===== src/rpl_cfg.svh =====
// Purpose: Constants for the RGB pixel input latch
// Assumes: Included by its bare name
// Notes: Offsets, widths, counts, the blank code and the clock period only, no logic
`ifndef RPL_CFG_SVH
`define RPL_CFG_SVH
`define RPL_CODE_W 8
`define RPL_NUM_CH 3
`define RPL_PIX_W 24
`define RPL_LEVELS 256
`define RPL_FIFO_DEPTH 8
`define RPL_WORD_W 26
`define RPL_SYNC_BIT 24
`define RPL_BLANK_BIT 25
`define RPL_CODE_BLANK 8'h00
`define RPL_CLK_PERIOD_NS 20
`endif


===== src/rpl_pkg.sv =====
// Purpose: Types for the RGB pixel input latch
// Assumes: rpl_cfg.svh defines the widths
// Notes: Types only
`include "rpl_cfg.svh"
package rpl_pkg;
	typedef logic [`RPL_CODE_W-1:0] rpl_code_t;
	typedef enum logic [1:0] {
		RPL_LVL_SYNC = 2'b00,
		RPL_LVL_BLANK = 2'b01,
		RPL_LVL_VIDEO = 2'b10,
		RPL_LVL_SAVE = 2'b11
	} rpl_level_t;
endpackage : rpl_pkg


===== src/rpl_fifo.sv =====
// Purpose: Small synchronous FIFO with valid and ready on both sides
// Assumes: One clock, asynchronous active high reset
// Notes: Read data comes combinationally from the storage array
`timescale 1ns/1ps
module rpl_fifo #(
	parameter int WIDTH = 26,
	parameter int DEPTH = 8
) (
	// Clock and reset
	input wire logic clk,
	input wire logic rst,
	// Fill side
	input wire logic in_valid,
	output logic in_ready,
	input wire logic [WIDTH-1:0] in_data,
	// Drain side
	output logic out_valid,
	input wire logic out_ready,
	output logic [WIDTH-1:0] out_data
);
	localparam int AW = $clog2(DEPTH);
	logic [WIDTH-1:0] mem_ff [DEPTH];
	logic [AW-1:0] wr_ptr_ff;
	logic [AW-1:0] rd_ptr_ff;
	logic [AW:0] count_ff;
	logic push;
	logic pop;

	assign in_ready = (count_ff != (AW+1)'(DEPTH));
	assign out_valid = (count_ff != '0);
	assign push = in_valid && in_ready;
	assign pop = out_valid && out_ready;
	assign out_data = mem_ff[rd_ptr_ff];

	always_ff @(posedge clk) begin
		if (push) begin
			mem_ff[wr_ptr_ff] <= in_data;
		end
	end

	always_ff @(posedge clk or posedge rst) begin
		if (rst) begin
			wr_ptr_ff <= '0;
			rd_ptr_ff <= '0;
			count_ff <= '0;
		end else begin
			if (push) begin
				wr_ptr_ff <= (wr_ptr_ff == AW'(DEPTH-1)) ? '0 : wr_ptr_ff + 1'b1;
			end
			if (pop) begin
				rd_ptr_ff <= (rd_ptr_ff == AW'(DEPTH-1)) ? '0 : rd_ptr_ff + 1'b1;
			end
			count_ff <= count_ff + (AW+1)'(push) - (AW+1)'(pop);
		end
	end
endmodule : rpl_fifo


===== src/rpl_top.sv =====
// Purpose: Input register stage of a triple 8-bit video converter
// Assumes: Pixel, blank and sync pins are synchronous to MCLK
// Notes: Overview of operation follows
// Overview of operation
// - Every rising edge with CAPTURE_READY high captures all 24 pixel bits for the converters.
// - One 8-bit holding register per colour channel.
// - Blank and sync captured on the same edge as pixels.
// - Captured blank and sync select weighted output levels.
// - Each 8-bit code selects one of 256 levels.
// - Low power pin puts the outputs into a reduced power state.
// - Captured blank low forces blanking level, pixel bits ignored.
// - Bit zero is the least significant bit of each code.
`timescale 1ns/1ps
`include "rpl_cfg.svh"
module rpl_top
	import rpl_pkg::*;
(
	// Clock and reset
	input wire logic MCLK,
	input wire logic RST,
	// Pixel and control inputs
	input wire logic [7:0] RED_PIXEL_BITS,
	input wire logic [7:0] GREEN_PIXEL_BITS,
	input wire logic [7:0] BLUE_PIXEL_BITS,
	input wire logic BLANK_N,
	input wire logic SYNC_N,
	input wire logic LOW_POWER_PIN,
	// Converter side
	output logic [7:0] RED_CODE,
	output logic [7:0] GREEN_CODE,
	output logic [7:0] BLUE_CODE,
	output logic SYNC_CURRENT_ON,
	output logic [1:0] OUT_LEVEL,
	output logic POWER_SAVE,
	output logic CODE_VALID,
	input wire logic CONV_READY,
	output logic CAPTURE_READY
);
	// ****************************************************
	// Input capture
	// ****************************************************
	logic [`RPL_WORD_W-1:0] cap_word;
	logic [`RPL_WORD_W-1:0] fifo_word;
	logic fifo_valid;
	logic [7:0] pix_in [`RPL_NUM_CH];
	logic [7:0] hold_ff [`RPL_NUM_CH];
	logic sync_ff;
	logic blank_ff;
	logic low_power_ff;
	logic valid_ff;

	assign pix_in[0] = RED_PIXEL_BITS;
	assign pix_in[1] = GREEN_PIXEL_BITS;
	assign pix_in[2] = BLUE_PIXEL_BITS;
	// Blue in low byte, bit 0 of each byte is the code LSB
	assign cap_word = {BLANK_N, SYNC_N, pix_in[0],
		pix_in[1], pix_in[2]};

	// FIFO absorbs up to 8 words of converter back pressure; pixels are dropped while it is full
	rpl_fifo #(
		.WIDTH(`RPL_WORD_W),
		.DEPTH(`RPL_FIFO_DEPTH)
	) u_fifo (
		.clk(MCLK),
		.rst(RST),
		.in_valid(1'b1),
		.in_ready(CAPTURE_READY),
		.in_data(cap_word),
		.out_valid(fifo_valid),
		.out_ready(CONV_READY),
		.out_data(fifo_word)
	);

	// ****************************************************
	// Holding registers
	// ****************************************************
	genvar ch;
	generate
		for (ch = 0; ch < `RPL_NUM_CH; ch++) begin : g_hold
			localparam int LSB = (`RPL_NUM_CH - 1 - ch) * `RPL_CODE_W;
			always_ff @(posedge MCLK or posedge RST) begin
				if (RST) begin
					hold_ff[ch] <= `RPL_CODE_BLANK;
				end else if (fifo_valid && CONV_READY) begin
					// Pixel bits ignored while blanked
					hold_ff[ch] <= fifo_word[`RPL_BLANK_BIT] ?
						fifo_word[LSB +: `RPL_CODE_W] : `RPL_CODE_BLANK;
				end
			end
		end
	endgenerate

	always_ff @(posedge MCLK or posedge RST) begin
		if (RST) begin
			sync_ff <= 1'b0;
			blank_ff <= 1'b0;
			valid_ff <= 1'b0;
		end else begin
			valid_ff <= fifo_valid && CONV_READY;
			if (fifo_valid && CONV_READY) begin
				sync_ff <= fifo_word[`RPL_SYNC_BIT];
				blank_ff <= fifo_word[`RPL_BLANK_BIT];
			end
		end
	end

	// Pin is asynchronous to the pixel stream
	logic low_power_meta_ff;
	always_ff @(posedge MCLK or posedge RST) begin
		if (RST) begin
			low_power_meta_ff <= 1'b0;
			low_power_ff <= 1'b0;
		end else begin
			low_power_meta_ff <= LOW_POWER_PIN;
			low_power_ff <= low_power_meta_ff;
		end
	end

	// ****************************************************
	// Output level selection
	// ****************************************************
	rpl_level_t level;
	always_comb begin
		case ({low_power_ff, blank_ff, sync_ff})
			3'b000: level = RPL_LVL_SYNC;
			3'b001: level = RPL_LVL_BLANK;
			3'b010, 3'b011: level = RPL_LVL_VIDEO;
			default: level = RPL_LVL_SAVE;
		endcase
	end

	assign RED_CODE = hold_ff[0];
	assign GREEN_CODE = hold_ff[1];
	assign BLUE_CODE = hold_ff[2];
	// Sync never overrides data; drives the sync source and, while blanked, picks sync or blank level
	assign SYNC_CURRENT_ON = sync_ff && !low_power_ff;
	assign OUT_LEVEL = level;
	assign POWER_SAVE = low_power_ff;
	assign CODE_VALID = valid_ff;
endmodule : rpl_top


===== config.mk =====
export PLATFORM = sky130hd
export DESIGN_NAME = rpl_top
export DESIGN_NICKNAME = d
export VERILOG_FILES = /design/src/rpl_pkg.sv /design/src/rpl_fifo.sv /design/src/rpl_top.sv
export VERILOG_INCLUDE_DIRS = /design/src
export SDC_FILE = /design/constraint.sdc
export NUM_CORES = 1
export LEC_CHECK = 0
export BUFFER_PORTS_ARGS = -buffer_cell sky130_fd_sc_hd__buf_4
export CORE_AREA = 5 5 152 154
export CTS_CLUSTER_DIAMETER = 120
export DETAILED_ROUTE_END_ITERATION = 7
export DIE_AREA = 0 0 157 159
export MAX_ROUTING_LAYER = met4
export SYNTH_ARGS = -nofsm -noshare
export SYNTH_HDL_FRONTEND = slang
export SYNTH_SLANG_ARGS = --single-unit

===== constraint.sdc =====
create_clock -name MCLK -period 7.3 [get_ports MCLK]
set_input_delay 1.46 -clock MCLK [delete_from_list [all_inputs] [get_ports MCLK]]
set_output_delay 1.46 -clock MCLK [all_outputs]
set_load 0.05 [all_outputs]

==> summary.txt, run 1 <==
DRT Pass-1 Iters: 4
Worst VDD drop: 0.230 mV
Final setup fails: 0
Top-Level Pins: 60
Die Area: 25000 µm²
Total CTS buffers: 25
Die Wd: 157 µm
Mapped cell area: 9550 µm²
Number of remaining DRC errors: 0
Placed Area: 10400 µm²
Tcrit/Tclk final: 0.422
Final WL: 18400 µm
Global placement routability congestion: 0.700
Routed length per instance: 22.1 µm
CTS max path bufs: 3
Die H: 159 µm
Max cap viols: 0
Worst-Skew Late Latency: 510 ps
Clock Sinks: 247
Place WS: 4130 ps
Setup crit end kind: output port
Multi-input gate area: 2080 µm²
Synth area leader: edfxtp_1
Post-Synthesis Cells: 452
Placed insts: 786
Initial Util: 0.443
Post-synthesis sequential area ratio: 0.756
Net Count, Synth: 493
Power per cell area: 457 nW/µm²
Slew @ Worst Pin: 1070 ps
Worst Setup Path Type: reg2out
Layout cells sized above 1: 0.346
I/O Buffers: 59
Final worst slack: 4220 ps
Ys Warns: 0
Fillers: 1694
Library cells used by synthesis: 30
Total global-route track usage: 0.154
TritonCTS clock tree: done
Type of the worst min-delay path: reg2reg
Syn Area/Cell: 21.1 µm²
First-pass GRT wire length: 28600 µm
Clk slew on worst S/H paths: 60 ps
Fin. max-slew vios: 0
Synth-to-layout area growth: 17.7%
Worst slack on hold paths: 367 ps
Max Fclk: 325 MHz
Hold violation count in the final report: 0
Post-CTS setup buffers: 0
Leakage: 3.99 nW
Largest net degree at the start of global routing: 56
Root Driver: clkbuf_16
Fin nets: 574
Post-synth top area share: 0.654
N_diodes: 0
Final clock skew: 10.3 ps
Row count: 54
HPWL after detailed placement: 10500 µm
Vias in the first global route: 4903
#FFs+latches synth: 247
Hold Buf Count CTS: 0
Seq. cell area: 7230 µm²
Top post-synthesis cells by area: edfxtp_1 65%, mux4_2 12%, dfrtp_1 10%
Worst Setup Start Kind: register
Non-Filler Instances: 832
Maximum fanout along the worst path: 3
CP Data Required Time: 5840 ps
Setup TNS: 0 ps
Max-Slew Margin vs Limit: 0.284
Final worst path period need: 3080 ps
Initial antenna violation count: 0
Starting DRC count in detailed routing: 320
Cts repair resizes: 0
Status: completed
Via Count: 4465
Worst EP arrival: 1620 ps
Core Region: 21600 µm²
DR vias/cell: 5.37
RSZ-0062 raised after global routing: no
ANT nets after route: 0
GRT overflow: 0
H-tree depth: 1
Final Cell Area: 11200 µm²
[final timing paths]
check                                         start             endpoint  slack, ps  cells after the start
worst max-delay path             u_fifo.count_ff[2]        CAPTURE_READY       4220                      5
worst min-delay path              low_power_meta_ff           POWER_SAVE        370                      0
worst max register to register  u_fifo.rd_ptr_ff[1]         BLUE_CODE[1]       4520                      4
worst min register to register    low_power_meta_ff           POWER_SAVE        370                      0
max in group asynchronous                       RST  u_fifo.rd_ptr_ff[1]       5790                      3
min in group asynchronous                       RST         BLUE_CODE[5]       1090                      3
[logic make-up after synthesis]
| kind of cell | share of synthesized area |
|---|---|
| flops | 0.756 |
| mux | 0.155 |
| buf+inv | 0.0299 |
| compound gates | 0.0301 |
| simple gates | 0.0124 |
| fa+ha+maj | 0.0152 |
| xor+xnor | 0.00183 |
[per-layer routing]
layer	up-vias	GRT usage	wire length, µm
met5	-	-	0
met4	0	0.0398	342
met3	27	0.0304	926
met2	102	0.245	9060
met1	2340	0.206	8030
li1	1996	-	-
[registers in the layout, summed over array words and instances (netlist names)]
signal             count
CODE_VALID             1
POWER_SAVE             1
u_fifo.wr_ptr_ff       3
low_power_meta_ff      1
u_fifo.count_ff        4
GREEN_CODE             8
u_fifo.mem_ff        208
blank_ff               1
BLUE_CODE              8
u_fifo.rd_ptr_ff       3
RED_CODE               8
sync_ff                1
[per-stage QoR]
stage / power, mW / utilization
floorplan: 3.35 / -
CTS: 5.21 / 0.522
global placement: 3.80 / 0.481
detailed placement: 3.85 / 0.481
finish: 5.14 / 0.522
global route: 5.40 / 0.522
[area by class of cell]
type | instances | share of cell area
multi-input combinational | 150 | 0.185
clock inverter | 19 | 0.0230
sequential | 247 | 0.643
inverter | 32 | 0.0107
clock buffer | 27 | 0.0563
tap | 280 | 0.0311
timing repair buffer | 77 | 0.0514
[worst max-delay path, cell delays in order, from the launching register on]
cell and delay (ps):
dfrtp_1 360, inv_1 90, ha_1 140, nor3b_1 250, inv_1 80, buf_4 190
[placed cells by master, fill, tap and decap left out, types with 4 or more instances in the layout]
cell type  netlist  layout
ha_1            10      10
mux4_2          51      51
nand2b_1         4       4
o32ai_1         24      24
inv_1           32      31
dfrtp_1         39      36
buf_4            3      77
edfxtp_1       208     208
mux2i_1         25      25
mux2_2           6       6
bufinv_16        0       6
nor3_2           0       4
clkinv_1         0       4
clkinv_2         0       5
clkbuf_16        0      25
[where the power goes]
group          total [mW]  switching, mW  internal [mW]
clock network        1.36          0.516          0.844
registers            2.22          0.244           1.98
logic                1.56          0.889          0.670
[synth_stat cells, drive strengths merged]
library cell / count
edfxtp: 208
mux4: 51
dfrtp: 39
inv: 32
mux2i: 25
o32ai: 24
buf: 22
ha: 10
mux2: 7
nor3: 5
nand2b: 4
nor2: 4
a21o: 3
a21oi: 3
nand2: 2
o22ai: 2
xor2: 2
and2: 1
clkbuf: 1
fa: 1
nor2b: 1
nor3b: 1
nor4: 1
o211ai: 1
or2: 1
or3b: 1
Note: power is estimated with default switching activity, not from simulation.
==> run 2, diff against run 1 <==
- clock period: 7.3 -> 3 ns (I/O delays scaled with it)
==> run 2 against run 1 <==
Die area did not move. Sequential power rose by 140%. Setup slack got worse by 3800 ps. Register-to-register slack got worse by 4100 ps. First-iteration DRC count fell by 20%. Via count rose by 2.7%. Critical path depth did not move. Global-route usage rose by 0.63 points. Cell count rose by 0.60%. Utilization rose by 0.070 points. Critical path type unchanged. Critical endpoint unchanged. Largest cell class unchanged.
==> summary.txt, run 2 (synthesis gave the netlist of run 1 again) <==
Status: completed
Max-Slew Margin vs Limit: 0.226
Final clock skew: 10.4 ps
Most frequent cells in the layout: 208 x edfxtp_1, 77 x buf_4, 51 x mux4_2
Core Region: 21600 µm²
Worst slack on hold paths: 191 ps
Sequential share of power: 0.427
Fin. max-slew vios: 0
Maximum fanout along the worst path: 11
I/O Buffers: 59
Placed insts: 787
Worst VDD drop: 0.531 mV
Power per cell area: 1110 nW/µm²
Routed length per instance: 22.6 µm
Final worst path period need: 2620 ps
TritonCTS clock tree: done
Largest register FFs: 208
Largest Register: u_fifo.mem_ff
Logic pwr share: 0.321
CP Cell Sequence: inv_1 -> ha_1 -> nor3b_4 -> inv_1 -> buf_4
H-tree depth: 1
Fillers: 1700
Die Wd: 157 µm
Clk slew on worst S/H paths: 60 ps
CP delay by family, top: simple AND/OR/NAND/NOR gates
Cts repair resizes: 0
First-pass GRT wire length: 29900 µm
Worst Setup Path Type: reg2out
Net Switching: 4.11 mW
Type of the worst min-delay path: in2reg
Final WL: 18900 µm
Total power: 12.5 mW
CP Data Required Time: 2400 ps
Tcrit/Tclk final: 0.875
Layout cells sized above 1: 0.346
Synth-to-layout area growth: 17.9%
Final worst slack: 376 ps
Max cap viols: 0
Crit-path slowest cell: nor3b_4
Clock power frac: 0.252
Row count: 54
Slew @ Worst Pin: 1150 ps
Clock Sinks: 247
GRT overflow: 0
Worst EP arrival: 2020 ps
Total global-route track usage: 0.160
CP most frequent cell: inv_1
Root Driver: clkbuf_16
Sw frac: 0.330
Max Fclk: 381 MHz
DRT Pass-1 Iters: 4
Total CTS buffers: 27
Pint: 8.37 mW
N_diodes: 0
Setup crit end kind: output port
Place WS: 408 ps
CP max stage delay: 550 ps
Via Count: 4585
Hold Buf Count CTS: 0
Worst path bufs/invs: 3
Worst-Skew Late Latency: 520 ps
Final setup fails: 0
RSZ-0062 raised after global routing: no
Hold violation count in the final report: 0
ANT nets after route: 0
Vias in the first global route: 5046
CTS max path bufs: 3
Worst Setup Start Kind: register
Fin nets: 577
Starting DRC count in detailed routing: 255
Die H: 159 µm
Largest net degree at the start of global routing: 40
Initial antenna violation count: 0
DR vias/cell: 5.48
Leakage: 3.99 nW
Most common cell after layout, fill and taps aside: edfxtp_1
Initial Util: 0.443
Non-Filler Instances: 837
Number of remaining DRC errors: 0
Top-Level Pins: 60
Die Area: 25000 µm²
Global placement routability congestion: 0.736
Post-CTS setup buffers: 0
HPWL after detailed placement: 11400 µm
-- run 2: cell count changes in the layout (fill, tap and decap cells not counted), sizes merged --
| cell | change |
|---|---|
| bufinv | -4 |
| buf | +1 |
| clkbuf | +4 |
| clkinv | +4 |
-- run 2: final cells by class --
cell class	count	area [µm²]	share of cell area
Multi-Input combinational cell	150	2110	0.187
Clock inverter	19	150	0.0133
Clock buffer	31	711	0.0631
Tap cell	280	350	0.0311
Inverter	32	120	0.0107
Timing Repair Buffer	78	598	0.0531
Sequential cell	247	7230	0.642
-- run 2: metrics by stage --
step                      setup TNS [ps]  area [µm²]   util
after floorplan                   -15030        9570      -
after global placement                 0       10400  0.482
after detailed placement               0       10400  0.482
after CTS                              0       11300  0.522
after global routing                   0       11300  0.523
final                                  0       11300  0.523
-- run 2: worst paths after layout --
| path | start | end | slack [ps] | cells after the start |
|---|---|---|---|---|
| setup / recovery | u_fifo.count_ff[2] | CAPTURE_READY | 380 | 5 |
| hold / removal | LOW_POWER_PIN | low_power_meta_ff | 190 | 1 |
| setup reg to reg | u_fifo.count_ff[2] | u_fifo.count_ff[2] | 420 | 9 |
| hold reg to reg | low_power_meta_ff | POWER_SAVE | 350 | 0 |
| max in group asynchronous | RST | u_fifo.rd_ptr_ff[1] | 2010 | 2 |
| min in group asynchronous | RST | POWER_SAVE | 300 | 2 |
-- run 2: worst reg2reg max path, stage by stage, from the launching register on --
cell and delay (ps):
dfrtp_1 360, inv_1 90, ha_1 140, or3b_4 400, and2_4 300, ha_1 330
inv_1 50, ha_1 210, fa_1 410, xor2_1 170
-- run 2: metal layers --
| layer | up-vias | wire length [µm] | GRT usage | share of wire |
|---|---|---|---|---|
| li1 | 2014 | - | - | - |
| met1 | 2436 | 7830 | 0.211 | 0.41 |
| met2 | 108 | 9840 | 0.268 | 0.52 |
| met3 | 27 | 930 | 0.0217 | 0.049 |
| met4 | 0 | 318 | 0.0363 | 0.017 |
| met5 | - | 0 | - | 0 |
-- run 2: power by group through the flow --
| stage | logic, mW | clock network [mW] | registers (mW) |
|---|---|---|---|
| final | 4.00 | 3.15 | 5.33 |
| after global routing | 4.32 | 3.39 | 5.43 |
| after CTS | 4.08 | 3.23 | 5.34 |
| after detailed placement | 4.07 | 0 | 5.41 |
| after global placement | 3.98 | 0 | 5.35 |
| after floorplan | 2.59 | 0 | 5.57 |
